`src/rtl/itcc_defines.vh`:
```
`ifndef ITCC_DEFINES_VH
`define ITCC_DEFINES_VH
`define ITCC_SET_BASE      12'h200
`define ITCC_CLR_BASE      12'h204
`define ITCC_CTX_STRIDE    12'h010
`define ITCC_IRQ_STAT_OFF  12'h300
`define ITCC_IRQ_CLR_OFF   12'h304
`define ITCC_IRQ_EN_OFF    12'h308
`define ITCC_BIT_ARM       31
`define ITCC_TGT_HI        30
`define ITCC_TGT_LO        16
`define ITCC_BIT_RUN       15
`define ITCC_BIT_WAKE      12
`define ITCC_BIT_DEAD      11
`define ITCC_BIT_ACTIVE    10
`define ITCC_SPD_HI        7
`define ITCC_SPD_LO        5
`define ITCC_EVT_HI        4
`define ITCC_EVT_LO        0
`define ITCC_SET_MASK      32'hffff9000
`define ITCC_CLR_MASK      32'hffff8000
`define ITCC_RESET_VALUE   32'h00000000
`define ITCC_EVT_COMPLETE  5'h11
`define ITCC_EVT_DESC_RD   5'h05
`define ITCC_EVT_DATA_RD   5'h07
`define ITCC_EVT_UNKNOWN   5'h0e
`endif

```
`src/rtl/itcc_ctx.v`:
```
`timescale 1ns/10ps
`include "itcc_defines.vh"
module itcc_ctx
(
  input  wire        pclk,
  input  wire        presetn,
  input  wire        soft_reset,
  input  wire        wr_set,
  input  wire        wr_clr,
  input  wire [31:0] wdata,
  input  wire [14:0] timer_now,
  input  wire        fetch,
  input  wire        busy,
  input  wire        fatal,
  input  wire        done,
  input  wire [4:0]  done_code,
  output wire [31:0] ctrl,
  output wire        tx_permit,
  output wire        ev_done,
  output wire        ev_dead
);
  reg        arm_q;
  reg [14:0] tgt_q;
  reg        run_q;
  reg        wake_q;
  reg        dead_q;
  reg        active_q;
  reg [4:0]  evt_q;
  reg        permit_q;
  wire match = arm_q && (timer_now == tgt_q);
  assign tx_permit = run_q && !dead_q && (!arm_q || permit_q || match);
  assign ev_done   = done && run_q;
  assign ev_dead   = fatal && run_q && !dead_q;
  assign ctrl = {arm_q, tgt_q, run_q, 2'b00, wake_q, dead_q, active_q, 2'b00, 3'b000, evt_q};
  always @(posedge pclk or negedge presetn)
  begin
    if (!presetn)
    begin
      arm_q    <= 1'b0;
      tgt_q    <= 15'h0000;
      run_q    <= 1'b0;
      wake_q   <= 1'b0;
      dead_q   <= 1'b0;
      active_q <= 1'b0;
      evt_q    <= 5'h00;
      permit_q <= 1'b0;
    end
    else if (soft_reset)
    begin
      run_q    <= 1'b0;
      dead_q   <= 1'b0;
      active_q <= 1'b0;
      wake_q   <= 1'b0;
      permit_q <= 1'b0;
    end
    else
    begin
      if (wr_set)
      begin
        tgt_q <= tgt_q | wdata[`ITCC_TGT_HI:`ITCC_TGT_LO];
        if (wdata[`ITCC_BIT_RUN])
          run_q <= 1'b1;
      end
      if (wr_clr)
      begin
        tgt_q <= tgt_q & ~wdata[`ITCC_TGT_HI:`ITCC_TGT_LO];
        if (wdata[`ITCC_BIT_RUN])
          run_q <= 1'b0;
      end
      if (match)
        permit_q <= 1'b1;
      if (!run_q)
        permit_q <= 1'b0;
      if (active_q || (wr_clr && wdata[`ITCC_BIT_ARM]))
        arm_q <= 1'b0;
      else if (wr_set && wdata[`ITCC_BIT_ARM])
        arm_q <= 1'b1;
      if (wr_set && wdata[`ITCC_BIT_WAKE])
        wake_q <= 1'b1;
      else if (fetch)
        wake_q <= 1'b0;
      if (fatal && run_q)
        dead_q <= 1'b1;
      else if (wr_clr && wdata[`ITCC_BIT_RUN])
        dead_q <= 1'b0;
      active_q <= busy && run_q && !dead_q;
      if (done)
        evt_q <= done_code;
    end
  end
endmodule // itcc_ctx

```
`src/rtl/itcc_top.v`:
```
// Implementation choice: the APB register port.
`timescale 1ns/10ps
`include "itcc_defines.vh"
module itcc_top
#(
  parameter NCTX = 8
)
(
  input  wire            pclk,
  input  wire            presetn,
  input  wire            psel,
  input  wire            penable,
  input  wire            pwrite,
  input  wire [11:0]     paddr,
  input  wire [31:0]     pwdata,
  output reg  [31:0]     prdata,
  output wire            pready,
  output wire            pslverr,
  input  wire            soft_reset,
  input  wire [6:0]      timer_seconds,
  input  wire [12:0]     timer_cycle_count,
  input  wire [NCTX-1:0] desc_fetch,
  input  wire [NCTX-1:0] ctx_busy,
  input  wire [NCTX-1:0] ctx_fatal,
  input  wire [NCTX-1:0] out_last_done,
  input  wire [4:0]      out_last_code,
  output wire [NCTX-1:0] ctx_tx_permit,
  output wire [NCTX-1:0] ctx_run,
  output wire [NCTX-1:0] ctx_wake,
  output wire            irq
);
  wire        acc = psel && penable;
  wire [31:0] ctrl_all [0:NCTX-1];
  wire [NCTX-1:0] ev_done;
  wire [NCTX-1:0] ev_dead;
  wire [14:0] timer_now = {timer_seconds[1:0], timer_cycle_count};
  reg  [15:0] istat_q;
  reg  [15:0] ien_q;
  reg         hit;
  integer     k;
  function is_ctx;
    input [11:0] a;
    input [11:0] base;
    input integer n;
    begin
      is_ctx = (a == (base + `ITCC_CTX_STRIDE * n[7:0]));
    end
  endfunction
  genvar g;
  generate
    for (g = 0; g < NCTX; g = g + 1)
    begin : ctx
      itcc_ctx u_ctx
      (
        .pclk       (pclk),
        .presetn    (presetn),
        .soft_reset (soft_reset),
        .wr_set     (acc && pwrite && is_ctx(paddr, `ITCC_SET_BASE, g)),
        .wr_clr     (acc && pwrite && is_ctx(paddr, `ITCC_CLR_BASE, g)),
        .wdata      (pwdata),
        .timer_now  (timer_now),
        .fetch      (desc_fetch[g]),
        .busy       (ctx_busy[g]),
        .fatal      (ctx_fatal[g]),
        .done       (out_last_done[g]),
        .done_code  (out_last_code),
        .ctrl       (ctrl_all[g]),
        .tx_permit  (ctx_tx_permit[g]),
        .ev_done    (ev_done[g]),
        .ev_dead    (ev_dead[g])
      );
      assign ctx_run[g]  = ctrl_all[g][`ITCC_BIT_RUN];
      assign ctx_wake[g] = ctrl_all[g][`ITCC_BIT_WAKE];
    end
  endgenerate
  assign pready  = 1'b1;
  assign pslverr = 1'b0;
  always @*
  begin
    prdata = 32'h00000000;
    hit    = 1'b0;
    for (k = 0; k < NCTX; k = k + 1)
    begin
      if (is_ctx(paddr, `ITCC_SET_BASE, k) || is_ctx(paddr, `ITCC_CLR_BASE, k))
      begin
        prdata = ctrl_all[k];
        hit    = 1'b1;
      end
    end
    if (!hit)
    begin
      if (paddr == `ITCC_IRQ_STAT_OFF)
        prdata = {16'h0000, istat_q};
      else if (paddr == `ITCC_IRQ_EN_OFF)
        prdata = {16'h0000, ien_q};
    end
  end
  wire [15:0] ev_all = {ev_dead, ev_done};
  wire        wr_iclr = acc && pwrite && (paddr == `ITCC_IRQ_CLR_OFF);
  always @(posedge pclk or negedge presetn)
  begin
    if (!presetn)
    begin
      istat_q <= 16'h0000;
      ien_q   <= 16'h0000;
    end
    else
    begin
      istat_q <= (istat_q & ~(wr_iclr ? pwdata[15:0] : 16'h0000)) | ev_all;
      if (acc && pwrite && (paddr == `ITCC_IRQ_EN_OFF))
        ien_q <= pwdata[15:0];
    end
  end
  assign irq = |(istat_q & ien_q);
endmodule // itcc_top

```
`config.mk`:
```
export PLATFORM = sky130hd
export DESIGN_NAME = itcc_top
export DESIGN_NICKNAME = d
export VERILOG_FILES = /design/src/rtl/itcc_ctx.v /design/src/rtl/itcc_top.v
export VERILOG_INCLUDE_DIRS = /design/src /design/src/rtl
export SDC_FILE = /design/constraint.sdc
export NUM_CORES = 1
export LEC_CHECK = 0
export ABC_AREA = 1
export BUFFER_PORTS_ARGS = -buffer_cell sky130_fd_sc_hd__buf_2
export CAP_MARGIN = 20
export CORE_MARGIN = 1.5
export CORE_UTILIZATION = 35
export CTS_BUF_LIST = sky130_fd_sc_hd__clkbuf_4 sky130_fd_sc_hd__clkbuf_8
export CTS_CLUSTER_SIZE = 24
export DETAILED_ROUTE_END_ITERATION = 7
export GPL_ROUTABILITY_DRIVEN = 0
export HOLD_SLACK_MARGIN = 0.06
export SETUP_SLACK_MARGIN = 0.4
export SLEW_MARGIN = 25
export SYNTH_ARGS = -nofsm -noshare
export SYNTH_HDL_FRONTEND = slang
export SYNTH_SLANG_ARGS = --single-unit
export TNS_END_PERCENT = 50
```
`constraint.sdc`:
```
create_clock -name pclk -period 1.66 [get_ports pclk]
set_input_delay 0.249 -clock pclk [delete_from_list [all_inputs] [get_ports pclk]]
set_output_delay 0.249 -clock pclk [all_outputs]
set_load 0.05 [all_outputs]
```
; ---- After elaboration in Yosys (flattened, before gate mapping)
; Index checks and enable logic that the tools add are counted.
; Widths: inputs -> output; s select.
[totals]
in_bits = 107
reg_bits = 240
elab_cells = 516
[op_classes]
bitwise = 22
mux = 172
n_eq_ne = 35
reduce_logical = 221
[op_table]
columns = cell, n
row1 = $mux 32, 11
row2 = $mux 15, 16
row3 = $eq 12x10->1 const B, 19
row4 = $mux 1, 144
row5 = $and 15x15->15, 8
row6 = $eq 15x15->1, 8
row7 = $or 15x15->15, 8
row8 = $logic_and 1x1->1, 116
row9 = $reduce_and 2->1, 24
row10 = $reduce_bool 3->1, 16
row11 = $and 16x16->16, 2
row12 = $logic_or 1x1->1, 32
row13 = $reduce_bool 2->1, 16
row14 = $ne 3x3->1 const B, 8
row15 = $logic_not 1->1, 16
row16 = $mux 16, 1
row17 = $not 16->16, 1
row18 = $or 16x16->16, 1
row19 = $reduce_or 16->1, 1
row20 = $not 15->15, 1
row21 = $not 1->1, 1

; ---- Logic depth before layout (Yosys ltp)
[logic_depth]
ltp_word = 13
ltp_mapped = 17

; ---- Hierarchy
; Synthesis repeated with hierarchy kept, for this count alone.
[hier_totals]
cells_unflattened = 2814
hier_area_um2 = 17543.1
[by_module_without_submodules]
columns = module, cells_each, area_each_um2, seq_area_each_um2, n_inst
row1 = itcc_ctx, 220, 1536.5, 650.6, 8
row2 = itcc_top, 1054, 5251.3, 800.8, 1

; ---- Worst setup path after synthesis
; Ideal clock, no wire load.
[synth_timing]
path_type = input to output
startpoint = input port paddr[5]
endpoint = output port prdata[14]
setup_slack_ns = -0.878
cell_stages = 8
path_buffers = 1
required_time_ns = 1.411
arrival_time_ns = 2.289
path_cell_list = inv_2 > nand2_1 > nor2_2 > inv_1 > nor2_1 > nand2_1 > clkbuf_1 > o32ai_1
[synth_via]
elab_chain_len = 12
[synth_lines]
columns = item, line
row1 = "start, declared", itcc_top.v:14  ; input wire [11:0] paddr,
row2 = $eq 12x10->1, itcc_top.v:46  ; is_ctx = (a == (base + `ITCC_CTX_STRIDE * n[7:0]));
row3 = $logic_or 1x1->1, itcc_top.v:84  ; if (is_ctx(paddr, `ITCC_SET_BASE, k) || is_ctx(paddr, `ITCC_CLR_BASE, k))
row4 = $mux 32 (7 in a row), itcc_top.v:84
row5 = $mux 32, itcc_top.v:94  ; else if (paddr == `ITCC_IRQ_EN_OFF)
row6 = $mux 32, itcc_top.v:92  ; if (paddr == `ITCC_IRQ_STAT_OFF)
row7 = $mux 32 (*), itcc_top.v:90  ; if (!hit)
row8 = "end, declared", itcc_top.v:16  ; output reg [31:0] prdata,
; Mark *: on every way between the ends. The rest lies on a longest branch, timed or not.

==> results.env <==
STATUS='finished, violations left'
FAILING_CHECKS='negative setup slack'
ROUTED_WIRELENGTH_UM=61700
REPORT.FINAL.SETUP_VIOL=58
SYNTH.AREA.MUX_SHARE=0.00581
GRT_MAX_DEGREE=61
CLK_PIN_SLEW_NS=0.06
FINALWORSTSETUPSLACK_NS=-1.01
SYNTH_COMPOUND_AREA_FRAC=0.144
WL_PER_CELL_UM=19.6
DP_WORST_SETUP_SLACK_NS=-0.814
SYNTHSIMPLEGATEAREAFRAC=0.296
DOMINANT_COMBINATIONAL_CELL_FAMILY_BY_AREA_AFTER_SYNTHESIS='simple AND/OR/NAND/NOR gates'
SYNTH_XOR_XNOR_AREA_SHARE=0.0358
FINAL_NET_COUNT=2690
REG2REGPATHDEPTH=10
TRITONCTS='built'
HOLD-PATH-CELL-COUNT=3
FIN_SKEW_NS=0.0434
POWER_DENSITY_nW_PER_UM2=592
HOLD_PATH.CLASS='in -> reg'
PLACEMENT_ROWS=74
MOSTFREQUENTLAYOUTCELLS='nand2_1, buf_4, dfrtp_1'
DRCVIOLATIONCOUNT=0
YOSYSTOPAREACELL='dfrtp_1'
TIMING_MAX_TRANSITION_VIOLATIONS_FINAL=0
SYNTHADDERAREAFRAC=0
POST_SYNTHESIS_INSTANCE_AREA_UM2=14400
INSERTION_DELAY_NS=0.64
MAX-CLOCK-PATH-BUFFERS=3
FIN_CRIT_NS=2.67
SEQ_AREA_FRAC_SYNTH=0.416
ANTENNA_FOUND_INITIAL=0
FINAL_HOLD_VIOL_COUNT=0
IOS=166
DIE_WIDTH_UM=206
YS_TOP_CELLS_BY_AREA='dfrtp_1, nand2_1, o21ai_0'
CP.ARRIVAL_NS=2.42
FINAL.PERIOD_UTILIZATION=1.61
STARTPOINT_TYPE='register'
PLACED_AREA_UM2=19100
FF_LATCH_AREA_UM2=6010
ROUTED-VIA-COUNT=16600
NUMBER_OF_NETS_IN_THE_SYNTHESIZED_NETLIST=2132
YOSYS_WARNINGS=0
WORST_SETUP_PATH_END_KIND='output pin'
AVGSYNTHCELLAREA_UM2=7.13
YOSYS.AREA.TOP_TYPE_SHARE=0.416
NETLIST-CELL-TYPE-COUNT=50
DRT-VIAS-PER-INSTANCE=5.27
DIEAREA_UM2=42500
CRITICAL_PATH_CLASS='reg -> out'
SYNTH_SEQ_CELLS=240
FILLERINSTANCES=3477
MAX_CAP_VIOL_COUNT=0
BUFFER_PORTS.INSERTED=158
MULTIINPUTGATEAREA_UM2=8890
GRT_RESIDUAL_OVERFLOW=0
POST_LAYOUT_INSTANCE_AREA_UM2=23800
POST_SYNTH_INST_COUNT=2025
NUMBER_OF_H_TREE_BRANCHING_LEVELS=2
FMAX_MHz=374
CORE_REGION_AREA_UM2=40700
CTS_ROOT_BUFFER='clkbuf_8'
FINAL_HPWL_DP_UM=41400
DRTPASS1ITERATIONS=6
UNREPAIRED_SETUP_ENDPOINTS_AFTER_GLOBAL_ROUTING='yes'
START_UTIL=0.354
DIE_Y_UM=206
FINAL.SETUP.TNS_NS=-25.33
LAYOUT.CELLS.MOST_COMMON='nand2_1'
WORST-ENDPOINT-REQUIRED_NS=1.41
GRT_PASS1_WL_UM=92700
CTS_INSERTED_BUFFERS=47
DRTANTENNAVIOLNETS=0
TRACK_USAGE=0.286
FINAL_LAYOUT_SIZE_SUFFIX_GT1_FRAC=0.409
VDD_DROP_MAX_mV=0.484
AREA_GROWTH_SYN_TO_LAYOUT_PCT=65.0
FIRST_GLOBAL_VIAS=16500
CRIT_FANOUT=2
CLKSINKCOUNT=240
LEAKAGE_nW=11.2
DRTITER0DRC=1462
## where the power goes
group          leakage, nW  switching, W  internal [W]
clock                0.537       0.00280       0.00360
combinational         7.41      0.000921      0.000636
sequential            3.21      0.000117       0.00602
total                 11.2       0.00383        0.0103
## per-stage QoR
stage	utilization	hold slack, ns	instances	total power [W]
floorplan	-	-0.0466	2025	0.00681
global placement	0.468	0.181	2921	0.00743
detailed placement	0.468	0.182	2921	0.00746
CTS	0.564	0.0767	3127	0.0141
global route	0.584	0.0938	3151	0.0146
finish	0.584	0.0867	3152	0.0141
## logic make-up (layout without fill, tap and decap cells)
| kind of cell | Yosys count | after routing |
|---|---|---|
| other cells | 2 | 3 |
| mux | 8 | 8 |
| simple gates | 1001 | 1001 |
| buf+inv | 329 | 923 |
| flops | 240 | 240 |
| xor+xnor | 59 | 59 |
| compound gates | 386 | 386 |
## cells in the mapped netlist, drive strengths merged
master / number
dfrtp: 240
o2111ai: 1
inv: 208
o22ai: 11
conb: 2
nand2: 658
nor4: 6
mux2i: 5
mux2: 3
a211oi: 9
a22o: 2
o221a: 1
clkinv: 2
xor2: 23
a31oi: 7
nor3: 22
or2: 25
clkbuf: 44
nand3b: 1
a2111oi: 1
a21boi: 1
xnor2: 36
nand3: 86
o32ai: 5
nand4: 40
nor2: 160
and3: 1
o21ai: 214
a21oi: 130
a221oi: 4
nor3b: 2
buf: 75
## what timing repair did
item / in CTS / in global routing
hold endpoints to repair: 439 / 0
resized for setup: 443 / 167
endpoints found under the setup margin: 164 / 165
pin swaps: 123 / 114
buffers inserted: 44 / 22
hold buffers: 67 / 0
cloned: 10 / 2
## final cells by class
cell class | count | share of cell area
Timing Repair inverter | 1 | 0.000683
Timing Repair Buffer | 627 | 0.261
Clock inverter | 13 | 0.00447
Antenna cell | 1 | 0.000105
Multi-Input combinational cell | 1456 | 0.374
Clock buffer | 72 | 0.0374
Inverter | 210 | 0.0420
Tap cell | 532 | 0.0280
Sequential cell | 240 | 0.253
## worst max-delay path, stage by stage, from the launching register on
cell	delay [ns]
dfrtp_1	0.39
xnor2_1	0.20
nand3_2	0.13
nor4_4	0.20
buf_4	0.18
nand4_1	0.21
a31oi_1	0.25
buf_4	0.24
## per-layer routing
layer,share of wire,wire (um),GRT usage,vias to the layer above
met5,0,0,0,-
met2,0.47,28900,0.461,762
li1,-,-,-,7627
met3,0.075,4630,0.0486,197
met1,0.41,25100,0.369,8023
met4,0.050,3070,0.147,0
## path summary, 6_finish.rpt
check	start	endpoint	slack, ns
max	register	ctx_tx_permit[0]	-1.01
min	out_last_code[3]	ctx[5].u_ctx.evt_q[3]	0.09
max reg2reg	register	ctx[2].u_ctx.permit_q	-0.15
min reg2reg	ctx[6].u_ctx.active_q	ctx[6].u_ctx.arm_q	0.46
max in group asynchronous	presetn	asynchronous set/reset pin	0.79
min in group asynchronous	presetn	istat_q[4]	0.12
(Power assumes the default switching activity.)
